### config.mk
export PLATFORM = sky130hd
export DESIGN_NAME = twt_target
export DESIGN_NICKNAME = d
export VERILOG_FILES = /design/src/design/twt_pkg.sv /design/src/design/twt_target.sv
export VERILOG_INCLUDE_DIRS = /design/src /design/src/design
export SDC_FILE = /design/constraint.sdc
export NUM_CORES = 1
export LEC_CHECK = 0
export ABC_AREA = 1
export BUFFER_PORTS_ARGS = -buffer_cell sky130_fd_sc_hd__clkbuf_2
export CAP_MARGIN = 20
export CORE_UTILIZATION = 39
export CTS_BUF_LIST = sky130_fd_sc_hd__clkbuf_8
export CTS_CLUSTER_DIAMETER = 60
export DETAILED_ROUTE_END_ITERATION = 10
export GPL_ROUTABILITY_DRIVEN = 0
export HOLD_SLACK_MARGIN = 0.06
export SLEW_MARGIN = 20
export SYNTH_ARGS = -nofsm -noshare
export SYNTH_HDL_FRONTEND = slang
export SYNTH_SLANG_ARGS = --single-unit
### constraint.sdc
create_clock -name clk_i -period 2.3 [get_ports clk_i]
set_clock_uncertainty 0.1 [all_clocks]
set_input_delay 0.115 -clock clk_i [delete_from_list [all_inputs] [get_ports clk_i]]
set_output_delay 0.115 -clock clk_i [all_outputs]
set_load 0.005 [all_outputs]
### src/design/twt_defines.svh
// Register offsets, field positions and timing counts of the two-wire target.
`ifndef TWT_DEFINES_SVH
`define TWT_DEFINES_SVH
`define TWT_ADR_HI 2'h0
`define TWT_IDX_CRX 4'h0
`define TWT_IDX_CTL 4'h1
`define TWT_IDX_STA 4'h2
`define TWT_IDX_ID 4'h3
`define TWT_IDX_TX 4'h4
`define TWT_IDX_RX 4'h5
`define TWT_IDX_MASK 4'h6
`define TWT_IDX_INTERRUPT_ENABLE_FIRST 4'h7
`define TWT_IDX_INTERRUPT_ENABLE_SECOND 4'h8
`define TWT_IDX_SEL 4'h9
`define TWT_CTL_EN 7
`define TWT_CTL_PINSEL 6
`define TWT_CTL_ACK 5
`define TWT_F_TX 0
`define TWT_F_RX 1
`define TWT_F_DONE 2
`define TWT_F_ADDR 3
`define TWT_F_TMO 4
`define TWT_INTERRUPT_ENABLE_FIRST_GLOBAL 7
`define TWT_INTERRUPT_ENABLE_SECOND_BUS0 2
`define TWT_INTERRUPT_ENABLE_SECOND_BUS1 3
`define TWT_SEL_MOD 0
`define TWT_SEL_WAKE0 1
`define TWT_SEL_WAKE1 2
`define TWT_BITS 4'h8
`define TWT_LAST_TX 4'h7
`define TWT_TIMEOUT_MS 25
`define TWT_CLK_HZ 100000000
`define TWT_TMO_W 22
`define TWT_BUS1_BASE 4
`define TWT_ALT_BASE 2
`endif

### src/design/twt_pkg.sv
// Types shared by the two-wire target: engine states and the registered state record.
`include "twt_defines.svh"
package twt_pkg;
  typedef enum logic [8:0] {
    TWT_IDLE = 9'h001, TWT_ADDR = 9'h002, TWT_AACK = 9'h004,
    TWT_RX = 9'h008, TWT_RXST = 9'h010, TWT_RXACK = 9'h020,
    TWT_TXLD = 9'h040, TWT_TX = 9'h080, TWT_TXACK = 9'h100
  } twt_st_t;
  typedef struct packed {
    twt_st_t st;
    logic [3:0] cnt;
    logic [7:0] sh;
    logic [7:0] rxb;
    logic dsda;
    logic hscl;
    logic [`TWT_TMO_W-1:0] tmo;
  } twt_eng_t;
  typedef struct packed {
    logic [5:0] sync1;
    logic [5:0] sync2;
    logic [1:0] scl_p;
    logic [1:0] sda_p;
    logic [1:0][7:0] ctl;
    logic [1:0][7:0] id;
    logic [1:0][7:0] mask;
    logic [1:0][7:0] tx;
    logic [1:0][7:0] rx;
    logic [1:0][7:0] crx;
    logic [1:0][4:0] flg;
    logic [1:0] rw;
    logic [7:0] interrupt_enable_first;
    logic [7:0] interrupt_enable_second;
    logic [7:0] sel;
    twt_eng_t [1:0] eng;
    logic ack;
    logic [31:0] dat;
    logic irq;
    logic wake;
    logic [5:0] oe;
    logic [5:0] pout;
  } twt_state_t;
endpackage

### src/design/twt_target.sv
// Two-wire bus target pair with ID mask, clock stretching and Wishbone registers.
//
// Chosen here: the placing of the registers and register access over Wishbone.
`timescale 1ns/1ns
`default_nettype none
`include "twt_defines.svh"

// What this block does
// [RL1] Controller receive byte stored on read command.
// [RL2] Disabled target drives neither bus line.
// [RL3] Pin select routes lines to alternate pair.
// [RL4] Receive acknowledge driven only when allowed.
// [RL5] Each flag interrupts only when enabled.
// [RL6] Status shows live clock and data levels.
// [RL7] Matched address direction bit copied to status.
// [RL8] Stretch over 25 ms: timeout, release lines.
// [RL9] Address match sets flag, stores address word.
// [RL10] Pending address flag blocks overwrite, stretches clock; here only a received data byte waits on it, a transmit load does not.
// [RL11] Stop or transmit NACK sets done flag.
// [RL12] Byte received flag set; no overwrite while set.
// [RL13] Transmit load sets flag; stretch while set.
// [RL14] Flags clear by writing one only.
// [RL15] Compare upper seven address bits with ID.
// [RL16] Zero mask bits excluded from comparison.
// [RL17] Stretch until transmit flag clear, then load.
// [RL18] Stretch until receive flag clear, then copy.
// [RL19] Software enables transmit interrupt after first load.
// [RL20] Global enable blocks every interrupt.
// [RL21] Per-module enable gates that module's interrupts.
// [RL22] Module select picks register set at shared addresses.
// [RL23] Wake allowed when line low and enabled.
// [RL24] Bus lines synchronised before edge detection.
module twt_target
  import twt_pkg::*;
#(
  parameter int TIMEOUT_CYC = (`TWT_CLK_HZ / 1000) * `TWT_TIMEOUT_MS
) (
  // Clock and reset.
  input wire logic clk_i,
  input wire logic rst_i,
  // Wishbone slave.
  input wire logic wb_cyc_i,
  input wire logic wb_stb_i,
  input wire logic wb_we_i,
  input wire logic [7:0] wb_adr_i,
  input wire logic [3:0] wb_sel_i,
  input wire logic [31:0] wb_dat_i,
  output logic [31:0] wb_dat_o,
  output logic wb_ack_o,
  // Controller receive bytes, one lane per module.
  input wire logic [1:0] ctl_rx_valid_i,
  input wire logic [15:0] ctl_rx_data_i,
  // Port pins, open drain.
  input wire logic [5:0] pin_i,
  output logic [5:0] pin_o,
  output logic [5:0] pin_oe_o,
  // System events.
  output logic irq_o,
  output logic wake_o
);

  twt_state_t r_q;
  twt_state_t r_d;

  function automatic int pin_base(input logic b, input logic alt);
    if (b) begin
      return `TWT_BUS1_BASE;
    end
    return alt ? `TWT_ALT_BASE : 0;
  endfunction

  function automatic logic line_lvl(input logic [5:0] s, input logic b, input logic alt,
                                    input logic dat);
    return s[pin_base(b, alt) + int'(dat)]; // [RL3]
  endfunction

  function automatic logic id_match(input logic [7:0] a, input logic [7:0] id,
                                    input logic [7:0] mk);
    return ((a[7:1] ^ id[7:1]) & mk[7:1]) == 7'h00; // [RL15] [RL16]
  endfunction

  function automatic logic [7:0] reg_read(input twt_state_t s, input logic [3:0] i,
                                          input logic mm, input logic cl, input logic da);
    case (i)
      `TWT_IDX_CRX: return s.crx[mm];
      `TWT_IDX_CTL: return s.ctl[mm];
      `TWT_IDX_STA: return {cl, da, s.rw[mm], s.flg[mm]}; // [RL6] [RL7]
      `TWT_IDX_ID: return s.id[mm];
      `TWT_IDX_TX: return s.tx[mm];
      `TWT_IDX_RX: return s.rx[mm];
      `TWT_IDX_MASK: return s.mask[mm];
      `TWT_IDX_INTERRUPT_ENABLE_FIRST: return s.interrupt_enable_first;
      `TWT_IDX_INTERRUPT_ENABLE_SECOND: return s.interrupt_enable_second;
      `TWT_IDX_SEL: return s.sel;
      default: return 8'h00;
    endcase
  endfunction

  logic req;
  logic m;
  logic hit;
  logic [3:0] idx;
  logic [1:0][4:0] clr;
  logic [4:0] set;
  twt_eng_t e;
  logic scl;
  logic sda;
  logic rise;
  logic fall;
  logic start;
  logic stop;
  logic alt0;
  logic [1:0] any;
  logic [1:0] low;
  int base;

  always_comb begin
    r_d = r_q;
    req = 1'b0;
    m = 1'b0;
    hit = 1'b0;
    idx = 4'h0;
    clr = '0;
    set = 5'h00;
    e = r_q.eng[0];
    scl = 1'b1;
    sda = 1'b1;
    rise = 1'b0;
    fall = 1'b0;
    start = 1'b0;
    stop = 1'b0;
    any = 2'h0;
    low = 2'h0;
    base = 0;
    alt0 = r_q.ctl[0][`TWT_CTL_PINSEL];

    // Only the second stage is looked at; the first just settles. [RL24]
    r_d.sync1 = pin_i;
    r_d.sync2 = r_q.sync1;

    // Every strobe is answered one cycle later, unmapped ones with zero data.
    req = wb_cyc_i & wb_stb_i & ~r_q.ack;
    r_d.ack = req;
    m = r_q.sel[`TWT_SEL_MOD]; // [RL22]
    idx = wb_adr_i[5:2];
    hit = wb_adr_i[7:6] == `TWT_ADR_HI;
    if (req) begin
      r_d.dat = {24'h000000, hit ? reg_read(r_q, idx, m,
                 line_lvl(r_q.sync2, m, alt0, 1'b0),
                 line_lvl(r_q.sync2, m, alt0, 1'b1)) : 8'h00};
      if (wb_we_i && wb_sel_i[0] && hit) begin
        case (idx)
          `TWT_IDX_CTL: r_d.ctl[m] = wb_dat_i[7:0];
          `TWT_IDX_STA: clr[m] = wb_dat_i[4:0]; // [RL14]
          `TWT_IDX_ID: r_d.id[m] = wb_dat_i[7:0];
          `TWT_IDX_TX: r_d.tx[m] = wb_dat_i[7:0];
          `TWT_IDX_MASK: r_d.mask[m] = wb_dat_i[7:0];
          `TWT_IDX_INTERRUPT_ENABLE_FIRST: r_d.interrupt_enable_first = wb_dat_i[7:0];
          `TWT_IDX_INTERRUPT_ENABLE_SECOND: r_d.interrupt_enable_second = wb_dat_i[7:0];
          `TWT_IDX_SEL: r_d.sel = wb_dat_i[7:0];
          default: r_d.dat = r_d.dat;
        endcase
      end
    end

    for (int b = 0; b < 2; b++) begin
      set = 5'h00;
      e = r_q.eng[b];
      scl = line_lvl(r_q.sync2, b[0], alt0, 1'b0);
      sda = line_lvl(r_q.sync2, b[0], alt0, 1'b1);
      low[b] = ~scl | ~sda;
      r_d.scl_p[b] = scl;
      r_d.sda_p[b] = sda;
      rise = scl & ~r_q.scl_p[b];
      fall = ~scl & r_q.scl_p[b];
      start = scl & r_q.scl_p[b] & r_q.sda_p[b] & ~sda;
      stop = scl & r_q.scl_p[b] & ~r_q.sda_p[b] & sda;
      if (ctl_rx_valid_i[b]) begin
        r_d.crx[b] = ctl_rx_data_i[8*b +: 8]; // [RL1]
      end
      case (e.st)
        TWT_IDLE: begin
          e.dsda = 1'b0;
          e.hscl = 1'b0;
        end
        TWT_ADDR: begin
          if (rise) begin
            e.sh = {e.sh[6:0], sda};
            e.cnt = e.cnt + 4'h1;
          end else if (fall && e.cnt == `TWT_BITS) begin
            if (id_match(e.sh, r_q.id[b], r_q.mask[b])) begin // [RL15]
              set[`TWT_F_ADDR] = 1'b1; // [RL9]
              r_d.rx[b] = e.sh; // [RL9]
              r_d.rw[b] = e.sh[0]; // [RL7]
              e.dsda = 1'b1;
              e.st = TWT_AACK;
            end else begin
              e.st = TWT_IDLE; // [RL15]
            end
          end
        end
        TWT_AACK: begin
          if (fall) begin
            e.dsda = 1'b0;
            e.cnt = 4'h0;
            e.st = r_q.rw[b] ? TWT_TXLD : TWT_RX;
          end
        end
        TWT_TXLD: begin
          if (r_q.flg[b][`TWT_F_TX]) begin
            e.hscl = 1'b1; // [RL13] [RL17]
          end else begin
            // The clock stays held one more cycle so the data line settles before it rises.
            e.sh = r_q.tx[b]; // [RL17]
            set[`TWT_F_TX] = 1'b1; // [RL13]
            e.dsda = ~r_q.tx[b][7];
            e.cnt = 4'h0;
            e.st = TWT_TX;
          end
        end
        TWT_TX: begin
          e.hscl = 1'b0;
          if (fall) begin
            if (e.cnt == `TWT_LAST_TX) begin
              e.dsda = 1'b0;
              e.st = TWT_TXACK;
            end else begin
              e.cnt = e.cnt + 4'h1;
              e.sh = {e.sh[6:0], 1'b0};
              e.dsda = ~e.sh[7];
            end
          end
        end
        TWT_TXACK: begin
          if (rise && sda) begin
            set[`TWT_F_DONE] = 1'b1; // [RL11]
            e.st = TWT_IDLE;
          end else if (fall) begin
            e.st = TWT_TXLD;
          end
        end
        TWT_RX: begin
          if (rise) begin
            e.sh = {e.sh[6:0], sda};
            e.cnt = e.cnt + 4'h1;
          end else if (fall && e.cnt == `TWT_BITS) begin
            e.rxb = e.sh;
            e.st = TWT_RXST;
          end
        end
        TWT_RXST: begin
          if (r_q.flg[b][`TWT_F_RX] || r_q.flg[b][`TWT_F_ADDR]) begin
            e.hscl = 1'b1; // [RL10] [RL12] [RL18]
          end else begin
            r_d.rx[b] = e.rxb; // [RL18]
            set[`TWT_F_RX] = 1'b1; // [RL12]
            e.dsda = r_q.ctl[b][`TWT_CTL_ACK]; // [RL4]
            e.st = TWT_RXACK;
          end
        end
        TWT_RXACK: begin
          e.hscl = 1'b0;
          if (fall) begin
            e.dsda = 1'b0;
            e.cnt = 4'h0;
            e.st = TWT_RX;
          end
        end
        default: begin
          e.st = TWT_IDLE;
        end
      endcase
      if (start) begin
        e.st = TWT_ADDR;
        e.cnt = 4'h0;
        e.dsda = 1'b0;
        e.hscl = 1'b0;
      end else if (stop) begin
        if (r_q.eng[b].st != TWT_IDLE && r_q.eng[b].st != TWT_ADDR) begin
          set[`TWT_F_DONE] = 1'b1; // [RL11]
        end
        e.st = TWT_IDLE;
        e.dsda = 1'b0;
        e.hscl = 1'b0;
      end
      // The count only runs while this target itself holds the clock low.
      if (r_q.eng[b].hscl && e.hscl) begin
        if (r_q.eng[b].tmo == `TWT_TMO_W'(TIMEOUT_CYC)) begin
          set[`TWT_F_TMO] = 1'b1; // [RL8]
          e.st = TWT_IDLE;
          e.dsda = 1'b0;
          e.hscl = 1'b0;
          e.tmo = '0;
        end else begin
          e.tmo = r_q.eng[b].tmo + `TWT_TMO_W'(1);
        end
      end else begin
        e.tmo = '0;
      end
      if (!r_q.ctl[b][`TWT_CTL_EN]) begin
        e.st = TWT_IDLE; // [RL2]
        e.dsda = 1'b0;
        e.hscl = 1'b0;
        e.tmo = '0;
        set = 5'h00;
      end
      r_d.eng[b] = e;
      // A hardware set in the same cycle as a software clear wins.
      r_d.flg[b] = (r_q.flg[b] & ~clr[b]) | set; // [RL14]
      any[b] = |(r_d.flg[b] & r_d.ctl[b][4:0]); // [RL5]
    end

    r_d.oe = 6'h00;
    for (int b = 0; b < 2; b++) begin
      base = pin_base(b[0], r_d.ctl[0][`TWT_CTL_PINSEL]); // [RL3]
      r_d.oe[base] = r_d.ctl[b][`TWT_CTL_EN] & r_d.eng[b].hscl; // [RL2]
      r_d.oe[base + 1] = r_d.ctl[b][`TWT_CTL_EN] & r_d.eng[b].dsda; // [RL2]
    end
    r_d.pout = 6'h00;
    r_d.irq = r_d.interrupt_enable_first[`TWT_INTERRUPT_ENABLE_FIRST_GLOBAL] & // [RL20]
              ((r_d.interrupt_enable_second[`TWT_INTERRUPT_ENABLE_SECOND_BUS0] & any[0]) | // [RL21]
               (r_d.interrupt_enable_second[`TWT_INTERRUPT_ENABLE_SECOND_BUS1] & any[1])); // [RL21]
    r_d.wake = (r_d.sel[`TWT_SEL_WAKE0] & low[0]) | // [RL23]
               (r_d.sel[`TWT_SEL_WAKE1] & low[1]); // [RL23]
  end

  always_ff @(posedge clk_i) begin
    if (rst_i) begin
      r_q <= '0;
      r_q.sync1 <= '1;
      r_q.sync2 <= '1;
      r_q.scl_p <= '1;
      r_q.sda_p <= '1;
      r_q.eng[0].st <= TWT_IDLE;
      r_q.eng[1].st <= TWT_IDLE;
    end else begin
      r_q <= r_d;
    end
  end

  assign wb_dat_o = r_q.dat;
  assign wb_ack_o = r_q.ack;
  assign irq_o = r_q.irq;
  assign wake_o = r_q.wake;
  assign pin_oe_o = r_q.oe;
  assign pin_o = r_q.pout;

endmodule
`default_nettype wire

==> impl_metrics.env <==
export IMPL_grt_antenna_before_repair=0
export IMPL_track_usage_pct=22.9
export IMPL_holdPathStages=4
export IMPL_status="finished, final reports clean"
export IMPL_peakVddDrop_mv=0.404
export IMPL_crit_arrival_ns=2.58
export IMPL_final_nets=2240
export IMPL_setup_worst_path_class="reg2reg"
export IMPL_crit_top_cell="nand2_1"
export IMPL_rsz0062_at_grt="true"
export IMPL_fillers=3489
export IMPL_fin_crit_ns=2.16
export IMPL_critPathCaptureType="register"
export IMPL_rrSetupSlack_ns=0.14
export IMPL_clock_sinks=271
export IMPL_grt_max_degree=75
export IMPL_power_density_mw_per_mm2=609
export IMPL_synth_cell_types=52
export IMPL_via_count=13400
export IMPL_r2r_end="irq_o"
export IMPL_cts_buffers=49
export IMPL_maxSlewHeadroom_pct=57.0
export IMPL_synthToLayoutAreaGrowth_pct=21.2
export IMPL_placed_cells=2473
export IMPL_insertion_delay_ns=0.60
export IMPL_overflow=0
export IMPL_final_antenna_net_count=0
export IMPL_yosysSeqAreaShare_pct=39.9
export IMPL_drive_gt1_share_pct=14.6
export IMPL_drtPass1Iterations=7
export IMPL_crit_required_ns=2.72
export IMPL_leakage_nw=6.86
export IMPL_synth_most_common_cell="nand2_1"
export IMPL_io_buffers=60
export IMPL_hold_viol=0
export IMPL_cp_max_fo=6
export IMPL_worst_pin_slew_ns=0.644
export IMPL_hp_start="rst_i"
export IMPL_synthTopCellsByArea="dfxtp_1 40%, nand2_1 10%, a21oi_1 7.1%"
export IMPL_synth_avg_cell_area_um2=6.87
export IMPL_ys_warnings_count=0
export IMPL_r2r_cells=13
export IMPL_slowest_stage="dfxtp_1"
export IMPL_grt_pass1_wl_um=65100
export IMPL_final_period_utilization_pct=93.9
export IMPL_fin_cells=2652
export IMPL_boundaryPins=120
export IMPL_grt_pass1_vias=12600
export IMPL_synth_top_cell_area_share_pct=39.9
export IMPL_synthArstFlopShare_pct=0
export IMPL_fmax_ghz=0.463
export IMPL_start_util_pct=39.5
export IMPL_clk_pin_slew_worst_paths_ns=0.06
export IMPL_max_stage_delay_ns=0.34
export IMPL_finalSetupViolCount=0
export IMPL_vias_per_cell=5.06
export IMPL_route_detailed_drc=0
export IMPL_hold_class="in2reg"
export IMPL_antenna_cells=0
export IMPL_synthCells=1981
export IMPL_cp_cell_sequence="nor2_2, nand2_1, nor2_4, nand2_1, nor2_1, nand2_1, nand2_1, nand2_1, nand2_1, a21oi_1, nand3_1, nand2_1, a21oi_1"
export IMPL_synthTopCellsByCount="369 x nand2_1, 271 x dfxtp_1, 245 x nor2_1"
export IMPL_root_buffer="clkbuf_8"
export IMPL_wl_um=41200
export IMPL_synth_seq_cells=271
export IMPL_row_count=68
export IMPL_r2r_start="r_q[93]"
export IMPL_core_area_mm2=0.0345
export IMPL_clockBufferDepth=3
export IMPL_syn_area_mm2=0.0136
export IMPL_final_max_slew_viol_count=0
export IMPL_synth_ff_type="dfxtp_1"
export IMPL_synth_edff_count=0
export IMPL_fp_dieH_um=189
export IMPL_yosysTopAreaCell="dfxtp_1"
export IMPL_hpwl_um=29700
export IMPL_worst_setup_path_start_kind="register"
export IMPL_cts_tree="built"
export IMPL_hold_path_end="r_q[172]"
export IMPL_fin_util_pct=47.9
export IMPL_drv_cap=0
export IMPL_die_area_mm2=0.0356
export IMPL_drtIter0Drc=1173
export IMPL_wire_per_inst_um=15.5
export IMPL_die_w_um=189
export IMPL_h_tree_depth=2
## per-stage QoR
stage | TNS (ns) | cell area (um2) | setup slack, ns | hold WS [ns] | power (W)
floorplan | 0 | 13700 | 0.387 | 0.119 | 0.00506
global placement | -0.404 | 14400 | -0.0657 | 0.203 | 0.00518
detailed placement | -0.323 | 14400 | -0.0653 | 0.201 | 0.00519
CTS | 0 | 16300 | 0.0112 | 0.0874 | 0.0101
global route | -0.0276 | 16500 | -0.0226 | 0.171 | 0.0104
finish | 0 | 16500 | 0.140 | 0.119 | 0.0100
## critical path, delay by kind of cell, from the launching register on
family          cells  cell delay, ns
compound gates      2            0.16
simple gates       11            1.50
flops               1            0.34
## cell type report
class	count	area [um2]	share of cell area (%)
Clock buffer	68	936	5.67
Clock inverter	21	126	0.766
Inverter	250	943	5.72
Multi-Input combinational cell	1379	6810	41.3
Sequential cell	271	5430	32.9
Tap cell	455	569	3.45
Timing Repair Buffer	208	1690	10.2
## cell usage in the layout (no fill, tap or decap), types with 10 or more instances in the layout
cell	synthesis	routed
nand2_2	7	11
clkbuf_8	1	68
buf_4	46	62
nor2_1	245	239
a211oi_1	10	10
nand3_1	100	97
nor2_2	16	20
nor3_1	34	33
conb_1	1	30
dlygate4sd3_1	0	80
o21ai_0	184	182
o22ai_1	13	13
a31oi_1	10	10
nand4_1	28	28
or2_2	25	25
a21oi_1	193	193
nand2_1	369	364
nand3_2	9	11
clkbuf_2	0	60
dfxtp_1	271	267
inv_1	238	247
## routing by layer
| metal | vias up | wire [um] | track usage (%) | share of wire (%) |
|---|---|---|---|---|
| met4 | 0 | 894 | 6.61 | 2.2 |
| met3 | 75 | 2850 | 4.66 | 6.9 |
| met5 | - | 0 | 0 | 0 |
| met1 | 6157 | 18800 | 30.5 | 46 |
| met2 | 442 | 18700 | 37.3 | 45 |
| li1 | 6754 | - | - | - |
## flip-flops by register name, indices dropped and copies added (netlist names)
name      cells
irq_o         1
wb_dat_o      8
wake_o        1
m             1
alt0          1
pin_oe_o      6
r_q         246
wb_ack_o      1
r_d           6
## power by group
group,internal (W),leakage (nW),total [W],switching (W)
logic,0.000200,4.07,0.000468,0.000268
registers,0.00473,2.19,0.00475,0.0000174
clock network,0.00274,0.594,0.00483,0.00209
## how the worst max path moves through the flow
stage | startpoint | to | slack, ns | cells past startpoint
floorplan | r_q[47] | r_q[65] | 0.39 | 12
global placement | alt0 | r_q[212] | -0.07 | 12
detailed placement | alt0 | r_q[212] | -0.07 | 12
CTS | alt0 | r_q[208] | 0.01 | 13
global route | r_q[93] | r_q[96] | -0.02 | 13
finish | r_q[93] | irq_o | 0.14 | 13
## cell families after synthesis
family / after synthesis / share of synthesized area [%]
AOI/OAI and AO/OA: 447 / 17.6
other: 1 / 0.0276
buffers and inverters: 360 / 11.6
DFF: 271 / 39.9
xor gates and xnor gates: 17 / 1.09
and+or+nand+nor: 877 / 29.1
adders and majority gates: 8 / 0.736
## what timing repair did
item                                   4_1_cts  5_1_grt
endpoints found under the hold margin      137        0
buffers inserted                             1        9
hold buffers                                80        0
pin swaps                                    1        8
resized for setup                            1       30
setup endpoints to repair                    8       69
No activity file was read; power rests on OpenSTA's default activity.
